$ cat src/mcsr_params.svh
`ifndef MCSR_PARAMS_SVH
`define MCSR_PARAMS_SVH
`define MCSR_ADDR_W 12
`define MCSR_OFFSET 12'h400
`define MCSR_DEV_LSB 24
`define MCSR_REV_LSB 16
`define MCSR_PDE_BIT 15
`define MCSR_PCS_LSB 12
`define MCSR_ZBP_BIT 11
`define MCSR_ELC_LSB 8
`define MCSR_P1B_BIT 7
`define MCSR_P2B_BIT 6
`define MCSR_APC_BIT 3
`define MCSR_OWN_LSB 0
`define MCSR_RESP_OKAY 2'h0
`define MCSR_RESP_SLVERR 2'h2
`endif

$ cat src/mcsr_pkg.sv
package mcsr_pkg;
	typedef enum logic [1:0]
	{
		MCSR_LOAD_NONE = 2'h0,
		MCSR_LOAD_SHORT = 2'h1,
		MCSR_LOAD_LONG = 2'h2,
		MCSR_LOAD_RSVD = 2'h3
	} mcsr_load_t;
	typedef enum logic [1:0]
	{
		MCSR_WR_IDLE = 2'b01,
		MCSR_WR_RESP = 2'b10
	} mcsr_wstate_t;
endpackage

$ cat src/mcsr_arb_route.sv
`timescale 1ns/10ps
module mcsr_arb_route (
	input wire logic dual_port,
	input wire logic arbiter_pins_configured,
	input wire logic [2:0] shared_master_owner,
	input wire logic [2:0] ext_req,
	output logic [2:0] port1_req,
	output logic [2:0] port2_req
);
	genvar i;
	generate
		for (i = 0; i < 3; i++)
		begin : g_pair
			logic live;
			assign live = ext_req[i] & (arbiter_pins_configured | ~dual_port);
			assign port1_req[i] = live & ~(dual_port & shared_master_owner[i]);
			assign port2_req[i] = live & dual_port & shared_master_owner[i];
		end
	endgenerate
endmodule

$ cat src/mcsr_regs.sv
// Summary of operation
// - Top bytes hold read-only maker device code and revision code.
// - Product data enable routes product data via primary port registers.
// - Three-bit read/write chip select names the product data EEPROM.
// - Zero base permit lets a zero base address count as valid.
// - Read-only load choice from first EEPROM byte: none, short, long.
// - Set access block retries that port's config and register accesses.
// - Target memory access never terminates while the block bit stays set.
// - Boot from PCI clears both access block bits automatically.
// - Arbiter pins configured is write-one-to-set; enables requests 7 to 5.
// - While unconfigured, dual-port external requests on lines 7 to 5 are ignored.
// - Owner bit 0 picks port-1 arbiter, 1 picks port-2 arbiter.
// - Owner bits 5, 6, 7 steer request/grant pairs 5, 6, 7.
// - Single-port variant: owners ignored, lines 7 to 5 go to port 1.
//
// Implementation choice: the AXI4-Lite interface to the registers.
`timescale 1ns/10ps
`include "mcsr_params.svh"
module mcsr_regs
	import mcsr_pkg::*;
#(
	parameter bit DUAL_PORT = 1'b1,
	parameter logic [7:0] MAKER_DEVICE_CODE = 8'h5a, // Arbitrary value
	parameter logic [7:0] REVISION_CODE = 8'h3c // Arbitrary value
) (
	input wire logic aclk,
	input wire logic aresetn,
	input wire logic [11:0] s_axi_awaddr,
	input wire logic s_axi_awvalid,
	output logic s_axi_awready,
	input wire logic [31:0] s_axi_wdata,
	input wire logic [3:0] s_axi_wstrb,
	input wire logic s_axi_wvalid,
	output logic s_axi_wready,
	output logic [1:0] s_axi_bresp,
	output logic s_axi_bvalid,
	input wire logic s_axi_bready,
	input wire logic [11:0] s_axi_araddr,
	input wire logic s_axi_arvalid,
	output logic s_axi_arready,
	output logic [31:0] s_axi_rdata,
	output logic [1:0] s_axi_rresp,
	output logic s_axi_rvalid,
	input wire logic s_axi_rready,
	input wire logic eeprom_load_valid,
	input wire logic [31:0] eeprom_load_data,
	input wire logic powerup_boot_select,
	input wire logic port1_access,
	input wire logic port2_access,
	input wire logic port1_target_mem,
	input wire logic port2_target_mem,
	input wire logic [2:0] ext_req,
	output logic port1_retry,
	output logic port2_retry,
	output logic port1_target_hold,
	output logic port2_target_hold,
	output logic product_data_enable,
	output logic [2:0] product_data_chip_select,
	output logic zero_base_permit,
	output logic [2:0] port1_req,
	output logic [2:0] port2_req
);
	logic [1:0] eeprom_load_choice, next_eeprom_load_choice;
	logic port1_access_block, next_port1_access_block;
	logic port2_access_block, next_port2_access_block;
	logic arbiter_pins_configured, next_arbiter_pins_configured;
	logic [2:0] shared_master_owner, next_shared_master_owner;
	logic next_product_data_enable, next_zero_base_permit;
	logic [2:0] next_product_data_chip_select;
	logic boot_pci;
	logic [2:0] req_sync;
	logic aw_held, next_aw_held, w_held, next_w_held;
	logic [11:0] aw_addr, next_aw_addr;
	logic [31:0] w_data, next_w_data;
	logic [3:0] w_strb, next_w_strb;
	mcsr_wstate_t wstate, next_wstate;
	logic [1:0] bresp_q, next_bresp, next_rresp;
	logic next_rvalid, do_write, hit_w;
	logic [31:0] next_rdata, wmask, regval;

	mcsr_sync #(.WIDTH(1)) u_boot_sync (
		.aclk(aclk),
		.aresetn(aresetn),
		.async_in(powerup_boot_select),
		.sync_out(boot_pci)
	);
	mcsr_sync #(.WIDTH(3)) u_req_sync (
		.aclk(aclk),
		.aresetn(aresetn),
		.async_in(ext_req),
		.sync_out(req_sync)
	);
	mcsr_arb_route u_route (
		.dual_port(DUAL_PORT),
		.arbiter_pins_configured(arbiter_pins_configured),
		.shared_master_owner(shared_master_owner),
		.ext_req(req_sync),
		.port1_req(port1_req),
		.port2_req(port2_req)
	);

	// Register image
	always_comb
	begin
		regval = '0;
		regval[`MCSR_DEV_LSB +: 8] = MAKER_DEVICE_CODE;
		regval[`MCSR_REV_LSB +: 8] = REVISION_CODE;
		regval[`MCSR_PDE_BIT] = product_data_enable;
		regval[`MCSR_PCS_LSB +: 3] = product_data_chip_select;
		regval[`MCSR_ZBP_BIT] = zero_base_permit;
		regval[`MCSR_ELC_LSB +: 2] = eeprom_load_choice;
		regval[`MCSR_P1B_BIT] = port1_access_block;
		if (DUAL_PORT)
		begin
			regval[`MCSR_P2B_BIT] = port2_access_block;
			regval[`MCSR_APC_BIT] = arbiter_pins_configured;
			regval[`MCSR_OWN_LSB +: 3] = shared_master_owner;
		end
	end

	// Write channel
	always_comb
	begin
		next_aw_held = aw_held;
		next_w_held = w_held;
		next_aw_addr = aw_addr;
		next_w_data = w_data;
		next_w_strb = w_strb;
		next_wstate = wstate;
		next_bresp = bresp_q;
		do_write = 1'b0;
		if (s_axi_awvalid && s_axi_awready)
		begin
			next_aw_held = 1'b1;
			next_aw_addr = s_axi_awaddr;
		end
		if (s_axi_wvalid && s_axi_wready)
		begin
			next_w_held = 1'b1;
			next_w_data = s_axi_wdata;
			next_w_strb = s_axi_wstrb;
		end
		case (wstate)
			MCSR_WR_IDLE:
			begin
				if (aw_held && w_held)
				begin
					do_write = 1'b1;
					next_aw_held = 1'b0;
					next_w_held = 1'b0;
					next_wstate = MCSR_WR_RESP;
					next_bresp = hit_w ? `MCSR_RESP_OKAY : `MCSR_RESP_SLVERR;
				end
			end
			MCSR_WR_RESP:
			begin
				if (s_axi_bready)
					next_wstate = MCSR_WR_IDLE;
			end
			default:
				next_wstate = MCSR_WR_IDLE;
		endcase
	end
	assign hit_w = aw_addr[11:2] == 10'(`MCSR_OFFSET >> 2);
	assign s_axi_awready = ~aw_held && wstate == MCSR_WR_IDLE;
	assign s_axi_wready = ~w_held && wstate == MCSR_WR_IDLE;
	assign s_axi_bvalid = wstate == MCSR_WR_RESP;
	assign s_axi_bresp = bresp_q;
	always_comb
	begin
		for (int b = 0; b < 4; b++)
			wmask[b*8 +: 8] = {8{w_strb[b] & do_write & hit_w}};
	end

	// Field updates: reset, then EEPROM load, then software
	always_comb
	begin
		next_eeprom_load_choice = eeprom_load_choice;
		next_product_data_enable = product_data_enable;
		next_product_data_chip_select = product_data_chip_select;
		next_zero_base_permit = zero_base_permit;
		next_port1_access_block = port1_access_block;
		next_port2_access_block = port2_access_block;
		next_arbiter_pins_configured = arbiter_pins_configured;
		next_shared_master_owner = shared_master_owner;
		if (eeprom_load_valid)
		begin
			next_eeprom_load_choice = eeprom_load_data[`MCSR_ELC_LSB +: 2];
			next_product_data_enable = eeprom_load_data[`MCSR_PDE_BIT];
			next_product_data_chip_select = eeprom_load_data[`MCSR_PCS_LSB +: 3];
			next_zero_base_permit = eeprom_load_data[`MCSR_ZBP_BIT];
			next_port1_access_block = eeprom_load_data[`MCSR_P1B_BIT];
			next_port2_access_block = eeprom_load_data[`MCSR_P2B_BIT];
			next_arbiter_pins_configured = eeprom_load_data[`MCSR_APC_BIT];
			next_shared_master_owner = eeprom_load_data[`MCSR_OWN_LSB +: 3];
		end
		else
		begin
			if (wmask[`MCSR_PDE_BIT])
				next_product_data_enable = w_data[`MCSR_PDE_BIT];
			if (wmask[`MCSR_PCS_LSB])
				next_product_data_chip_select = w_data[`MCSR_PCS_LSB +: 3];
			if (wmask[`MCSR_ZBP_BIT])
				next_zero_base_permit = w_data[`MCSR_ZBP_BIT];
			if (wmask[`MCSR_P1B_BIT] && w_data[`MCSR_P1B_BIT])
				next_port1_access_block = 1'b0;
			if (wmask[`MCSR_P2B_BIT] && w_data[`MCSR_P2B_BIT])
				next_port2_access_block = 1'b0;
			if (wmask[`MCSR_APC_BIT] && w_data[`MCSR_APC_BIT])
				next_arbiter_pins_configured = 1'b1;
			if (wmask[`MCSR_OWN_LSB])
				next_shared_master_owner = w_data[`MCSR_OWN_LSB +: 3];
		end
		if (boot_pci)
		begin
			next_port1_access_block = 1'b0;
			next_port2_access_block = 1'b0;
		end
	end

	// Read channel
	always_comb
	begin
		next_rvalid = s_axi_rvalid;
		next_rdata = s_axi_rdata;
		next_rresp = s_axi_rresp;
		if (s_axi_rvalid && s_axi_rready)
			next_rvalid = 1'b0;
		if (s_axi_arvalid && s_axi_arready)
		begin
			next_rvalid = 1'b1;
			if (s_axi_araddr[11:2] == 10'(`MCSR_OFFSET >> 2))
			begin
				next_rdata = regval;
				next_rresp = `MCSR_RESP_OKAY;
			end
			else
			begin
				next_rdata = '0;
				next_rresp = `MCSR_RESP_SLVERR;
			end
		end
	end
	assign s_axi_arready = ~s_axi_rvalid;

	// Access gating toward the PCI ports
	assign port1_retry = port1_access & port1_access_block;
	assign port2_retry = port2_access & port2_access_block & DUAL_PORT;
	assign port1_target_hold = port1_target_mem & port1_access_block;
	assign port2_target_hold = port2_target_mem & port2_access_block & DUAL_PORT;

	always_ff @(posedge aclk)
	begin
		if (!aresetn)
		begin
			eeprom_load_choice <= MCSR_LOAD_NONE;
			product_data_enable <= 1'b0;
			product_data_chip_select <= 3'h0;
			zero_base_permit <= 1'b0;
			port1_access_block <= 1'b1;
			port2_access_block <= 1'b1;
			arbiter_pins_configured <= 1'b0;
			shared_master_owner <= 3'h0;
			aw_held <= 1'b0;
			w_held <= 1'b0;
			aw_addr <= 12'h000;
			w_data <= 32'h0000_0000;
			w_strb <= 4'h0;
			wstate <= MCSR_WR_IDLE;
			bresp_q <= `MCSR_RESP_OKAY;
			s_axi_rvalid <= 1'b0;
			s_axi_rdata <= 32'h0000_0000;
			s_axi_rresp <= `MCSR_RESP_OKAY;
		end
		else
		begin
			eeprom_load_choice <= next_eeprom_load_choice;
			product_data_enable <= next_product_data_enable;
			product_data_chip_select <= next_product_data_chip_select;
			zero_base_permit <= next_zero_base_permit;
			port1_access_block <= next_port1_access_block;
			port2_access_block <= next_port2_access_block;
			arbiter_pins_configured <= next_arbiter_pins_configured;
			shared_master_owner <= next_shared_master_owner;
			aw_held <= next_aw_held;
			w_held <= next_w_held;
			aw_addr <= next_aw_addr;
			w_data <= next_w_data;
			w_strb <= next_w_strb;
			wstate <= next_wstate;
			bresp_q <= next_bresp;
			s_axi_rvalid <= next_rvalid;
			s_axi_rdata <= next_rdata;
			s_axi_rresp <= next_rresp;
		end
	end

	a_block_retry: assert property (@(posedge aclk) disable iff (!aresetn)
		port1_access && port1_access_block |-> port1_retry)
		else $error("port 1 access not retried while blocked");
	a_block_reset: assert property (@(posedge aclk) disable iff (!aresetn)
		$rose(aresetn) |-> port1_access_block)
		else $error("access block not set after reset");
	a_block_w1c: assert property (@(posedge aclk) disable iff (!aresetn)
		do_write && hit_w && w_strb[0] && w_data[`MCSR_P1B_BIT]
		&& !eeprom_load_valid |=> !port1_access_block)
		else $error("write one did not clear port 1 block");
	a_target_hold: assert property (@(posedge aclk) disable iff (!aresetn)
		port1_target_mem && port1_access_block |-> port1_target_hold)
		else $error("target access terminated while blocked");
	a_boot_clear: assert property (@(posedge aclk) disable iff (!aresetn)
		boot_pci |=> !port1_access_block && !port2_access_block)
		else $error("boot from PCI left block bits set");
	a_cfg_sticky: assert property (@(posedge aclk) disable iff (!aresetn)
		arbiter_pins_configured && !eeprom_load_valid
		|=> arbiter_pins_configured)
		else $error("configured bit cleared by software");
	a_req_ignored: assert property (@(posedge aclk) disable iff (!aresetn)
		DUAL_PORT && !arbiter_pins_configured
		|-> port1_req == 3'h0 && port2_req == 3'h0)
		else $error("request passed while pins unconfigured");
	a_owner_route: assert property (@(posedge aclk) disable iff (!aresetn)
		DUAL_PORT && arbiter_pins_configured && req_sync[2]
		&& shared_master_owner[2] |-> port2_req[2] && !port1_req[2])
		else $error("master 7 not routed to port 2 arbiter");
	a_id_read: assert property (@(posedge aclk) disable iff (!aresetn)
		s_axi_arvalid && s_axi_arready && s_axi_araddr == `MCSR_OFFSET
		|=> s_axi_rdata[31:16] == {MAKER_DEVICE_CODE, REVISION_CODE})
		else $error("identity fields wrong on read");
endmodule

$ cat src/mcsr_sync.sv
`timescale 1ns/10ps
module mcsr_sync #(
	parameter int WIDTH = 1
) (
	input wire logic aclk,
	input wire logic aresetn,
	input wire logic [WIDTH-1:0] async_in,
	output logic [WIDTH-1:0] sync_out
);
	logic [WIDTH-1:0] stage1;
	logic [WIDTH-1:0] next_stage1;
	logic [WIDTH-1:0] next_sync_out;
	always_comb
	begin
		next_stage1 = async_in;
		next_sync_out = stage1;
	end
	always_ff @(posedge aclk)
	begin
		if (!aresetn)
		begin
			stage1 <= '0;
			sync_out <= '0;
		end
		else
		begin
			stage1 <= next_stage1;
			sync_out <= next_sync_out;
		end
	end
endmodule

$ cat config.mk
export PLATFORM = sky130hd
export DESIGN_NAME = mcsr_regs
export DESIGN_NICKNAME = d
export VERILOG_FILES = /design/src/mcsr_pkg.sv /design/src/mcsr_arb_route.sv /design/src/mcsr_regs.sv /design/src/mcsr_sync.sv
export VERILOG_INCLUDE_DIRS = /design/src
export SDC_FILE = /design/constraint.sdc
export NUM_CORES = 1
export LEC_CHECK = 0
export BUFFER_PORTS_ARGS = -buffer_cell sky130_fd_sc_hd__buf_2
export CORE_AREA = 2 2 69 103
export DETAILED_ROUTE_END_ITERATION = 8
export DIE_AREA = 0 0 71 105
export PLACE_DENSITY_LB_ADDON = 0.15
export RECOVER_POWER = 100
export SLEW_MARGIN = 30
export SYNTH_ARGS = -nofsm -noshare
export SYNTH_HDL_FRONTEND = slang
export SYNTH_SLANG_ARGS = --single-unit
$ cat constraint.sdc
create_clock -name aclk -period 1.8 [get_ports aclk]
set_input_delay 0.36 -clock aclk [delete_from_list [all_inputs] [get_ports aclk]]
set_output_delay 0.36 -clock aclk [all_outputs]
set_load 0.005 [all_outputs]
Word level (Yosys, flattened, before mapping)
Cells that the tools add are included.

Bits of input ports: 108. Logic and storage cells: 101. Output and inout bits: 56. Register bits: 92.

Reductions and logical operators: 18. Muxes and demuxes: 32. Equal/unequal tests: 6. Bitwise operators: 23.

Operators with widths (number): 31-bit 2-to-1 mux (1); 1-bit 2-to-1 mux (22); 10-bit by 9-bit == test with 1-bit output (second input constant) (2); 1-bit bitwise AND (17); 3-bit 2-to-1 mux (4); 1-bit logical AND (10); 2-bit 2-to-1 mux (4); 2-bit nonzero test (4); 1-bit NOT (6); 3-bit nonzero test (2); 2-bit case mux with 2 select lines (1); 2-bit AND reduction (2); 2-bit by 1-bit == test with 1-bit output (second input constant) (1); 2-bit == test (second input constant) (1); 2-bit by 1-bit inequality test with 1-bit output (second input constant) (1); 2-bit inequality test (second input constant) (1).

Logic depth before layout (Yosys ltp)
Depth in word-level cells: 9. Mapped depth: 6. Gate-level depth less buffers: 4.

Hierarchy
Synthesis repeated with hierarchy kept, for this count alone.

Cells, all modules: 306. Area total of the unflattened synthesis: 2758.9 um2.

By module, submodules not included: mcsr_regs (instances 1, area each 2482.4 um2, cells each 280, sequential area each 1141.1 um2); mcsr_sync at u_req_sync (instances 1, area each 157.7 um2, cells each 12, sequential area each 120.1 um2); mcsr_arb_route (instances 1, area each 66.3 um2, cells each 10, sequential area each 0.0 um2); mcsr_sync at u_boot_sync (instances 1, area each 52.6 um2, cells each 4, sequential area each 40.0 um2).

Worst setup path before layout
OpenSTA, ideal clock, no wires.

Path kind: input-to-reg. Start: input port s_axi_araddr[6]. End: register s_axi_rdata[13]. Buffers on the path: 1. Library setup time: 0.065 ns. Path slack: 0.127 ns. Data arrival time: 1.608 ns. Cell stages on the path: 5. Data required time: 1.735 ns. Cell sequence: or4_4 nor4_4 buf_6 a22oi_1 nor2b_1.

Cells in the longest elaborated chain, start to end: 2.

RTL lines: start: declaration (RTL line mcsr_regs.sv:38) `input wire logic [11:0] s_axi_araddr,`; 10-bit by 9-bit == test with 1-bit output (RTL line mcsr_regs.sv:232) `` if (s_axi_araddr[11:2] == 10'(`MCSR_OFFSET >> 2)) ``; 31-bit 2-to-1 mux (RTL line mcsr_regs.sv:232); end signal: assignment (RTL line mcsr_regs.sv:293) `s_axi_rdata <= next_rdata;`; end: declaration (RTL line mcsr_regs.sv:41) `output logic [31:0] s_axi_rdata,`.

No other way between the ends. A chain may end at the register's enable or synchronous reset.

Worst setup path after layout
Start: input port s_axi_araddr[6]. End: register s_axi_rdata[9].

The elaborated chain is that of the path after synthesis.

==> results.py <==
metrics = {
    "placement": {
        "place.gp.congestion": 0.716,
        "post-dp-hpwl_mm": 4.60,
        "port_buffers": 104,
    },
    "detailed_routing": {
        "vias_per_cell": 4.76,
        "via_count": 2315,
        "route.detailed.drc": 0,
        "drt_wl_total_mm": 6.04,
        "drt_iter0_drc": 102,
        "drt-pass1-iter-count": 5,
        "wl_per_cell_um": 12.4,
        "postRouteAntennaNets": 0,
    },
    "floorplanning": {
        "start_util_pct": 41.7,
        "die_area_sq_mm": 0.00746,
        "fp.dieW_um": 71,
        "core_sq_mm": 0.00653,
        "ios": 164,
        "rows": 36,
        "die_h_um": 105,
    },
    "clocking": {
        "clockBufferDepth": 2,
        "htreeDepth": 3,
        "ctsResizeCount": 0,
        "cts_root_buffer": "clkbuf_8",
        "clkSlewWorstSetupHoldPaths_ps": 80,
        "postCtsSetupBuffers": 0,
        "clock_latency_ps": 340,
        "cts_buffers": 9,
        "cts_hold_buf": 0,
        "cts_sinks": 65,
        "cts_tree": "done",
    },
    "timing": {
        "skew_ps": 7.04,
        "fin_setup_tns_ps": 0,
        "max_slew_margin_pct": 51.6,
        "rsz0062_at_grt": "no",
        "fin_crit_ps": 1610,
        "drv_slew": 0,
        "setup_viol": 0,
        "worst_pin_slew_ps": 727,
        "finalCritPeriodShare_pct": 89.6,
        "whs_ps": 229,
        "hold_viol": 0,
        "fmax_ghz": 0.620,
    },
    "setup_path": {
        "worstPathArrival_ps": 1880,
        "cp-end-kind": "register",
        "crit_type": "in -> reg",
        "required_ps": 2070,
        "cp-start-kind": "input pin",
        "critPathMaxFanout": 15,
    },
    "final_layout": {
        "num-nets-final": 513,
        "area_growth_pct": 26.2,
        "layout-drive-gt1-share_pct": 27.8,
        "antenna_cells": 0,
        "mostFrequentLayoutCells": "83 x buf_2, 65 x dfxtp_1, 57 x nand2_1",
        "layout_commonest_cell": "buf_2",
    },
    "global_routing": {
        "grt_max_degree": 23,
        "grt_usage_pct": 17.1,
        "grt_pass1_wl_mm": 10.2,
        "grt_pass1_vias": 2288,
        "grt_overflow": 0,
        "antenna_found_initial": 0,
    },
    "synthesis": {
        "syn_inst": 305,
        "yosys_warnings": 0,
        "syn_area_per_cell_sq_um": 8.94,
        "ys_ff_latch": 65,
        "yosysUniqueCellTypes": 40,
        "synth_area_sq_mm": 0.00273,
        "ys_seq_area_share_pct": 47.7,
    },
    "run": {
        "maxCapViolations": 0,
    },
    "power": {
        "ir_drop_uv": 575,
        "leakage_nw": 1.53,
        "power.density_mw_per_mm2": 1000,
        "power.total_w": 0.00344,
    },
    "status": {
        "status": "completed",
    },
    "hold_path": {
        "hold_class": "in -> reg",
    },
}
worst max-delay path, stage by stage:
cell and delay (ps):
buf_2 100, or4_4 540, nor4_4 270, clkbuf_2 340, a22oi_1 110, nor2b_1 150
logic make-up after synthesis:
logic type             after synthesis  share of synthesized area, %
AOI/OAI and AO/OA                   58                          15.8
buffers and inverters               41                          9.22
DFF                                 65                          47.7
muxes                                2                         0.734
other                                1                         0.138
and+or+nand+nor                    138                          26.3
stage by stage:
step                instances  setup slack, ps  utilization, %  cell area (sq um)
global route              486             38.6            52.7               3440
detailed placement        470             1.82            49.6               3240
global placement          470             35.9            49.6               3240
finish                    486              187            52.7               3440
CTS                       486              185            53.4               3490
floorplan                 317              127               -               2770
report_power, final:
group          internal [W]  total, W  switching [W]
combinational      0.000163  0.000343       0.000179
sequential          0.00152   0.00157      0.0000522
clock              0.000962   0.00153       0.000572
total               0.00264   0.00344       0.000803
Yosys cell counts:
master,instances,area (sq um)
dfxtp_1,65,1300
nand2_1,57,214
a21boi_0,23,173
buf_4,21,158
nor2_1,20,75.1
nor2b_1,20,125
a22oi_1,13,97.6
and2_1,13,81.3
clkbuf_1,11,41.3
o21ai_0,7,35.0
nor3b_1,5,37.5
inv_1,4,15.0
nor3_1,4,20.0
a211oi_1,3,22.5
and3_1,3,18.8
o221ai_1,3,26.3
a21o_1,2,15.0
a222oi_1,2,20.0
a41oi_1,2,17.5
and4_1,2,17.5
buf_6,2,22.5
clkbuf_2,2,10.0
mux2i_1,2,20.0
nand3_1,2,10.0
or2b_2,2,17.5
a21oi_1,1,5.00
a41o_1,1,10.0
and2_0,1,6.26
and4b_1,1,10.0
buf_2,1,5.00
conb_1,1,3.75
nand4_1,1,6.26
nand4b_1,1,8.76
nor4_1,1,6.26
nor4_4,1,21.3
nor4b_1,1,8.76
nor4b_2,1,15.0
o211a_1,1,10.0
or4_1,1,7.51
or4_4,1,11.3
layout make-up:
cell class	instances	area, sq um
Fill cell	644	3090
Clock buffer	10	138
Timing Repair Buffer	114	563
Inverter	4	15.0
Clock inverter	6	115
Sequential cell	65	1300
Tap cell	76	95.1
Multi-Input combinational cell	211	1210
sequential cells by signal, summed over array words and instances, names as in the netlist, 2 cells and up:
| name | cells |
|---|---|
| aw_addr | 10 |
| w_strb | 2 |
| w_data | 11 |
| eeprom_load_choice | 2 |
| shared_master_owner | 3 |
| s_axi_rdata | 14 |
| u_req_sync.sync_out | 3 |
| product_data_chip_select | 3 |
| wstate | 2 |
| u_req_sync.next_sync_out | 3 |
layer usage:
layer  GRT usage, %  share of wire [%]  up-vias
met2           30.2                 50       82
met4           8.22                1.9        0
li1               -                  -     1202
met1           18.8                 41     1020
met3           3.95                7.0       11
met5              0                  0        -
worst paths after layout:
path,startpoint,endpoint,slack [ps],cells after the start
worst max-delay path,s_axi_araddr[6],s_axi_rdata[9],190,6
worst min-delay path,ext_req[1],u_req_sync.next_sync_out[1],230,2
worst max register to register,aw_addr[9],shared_master_owner[0],200,4
worst min register to register,u_req_sync.next_sync_out[0],u_req_sync.sync_out[0],430,1
No activity file was read; power rests on OpenSTA's default activity.
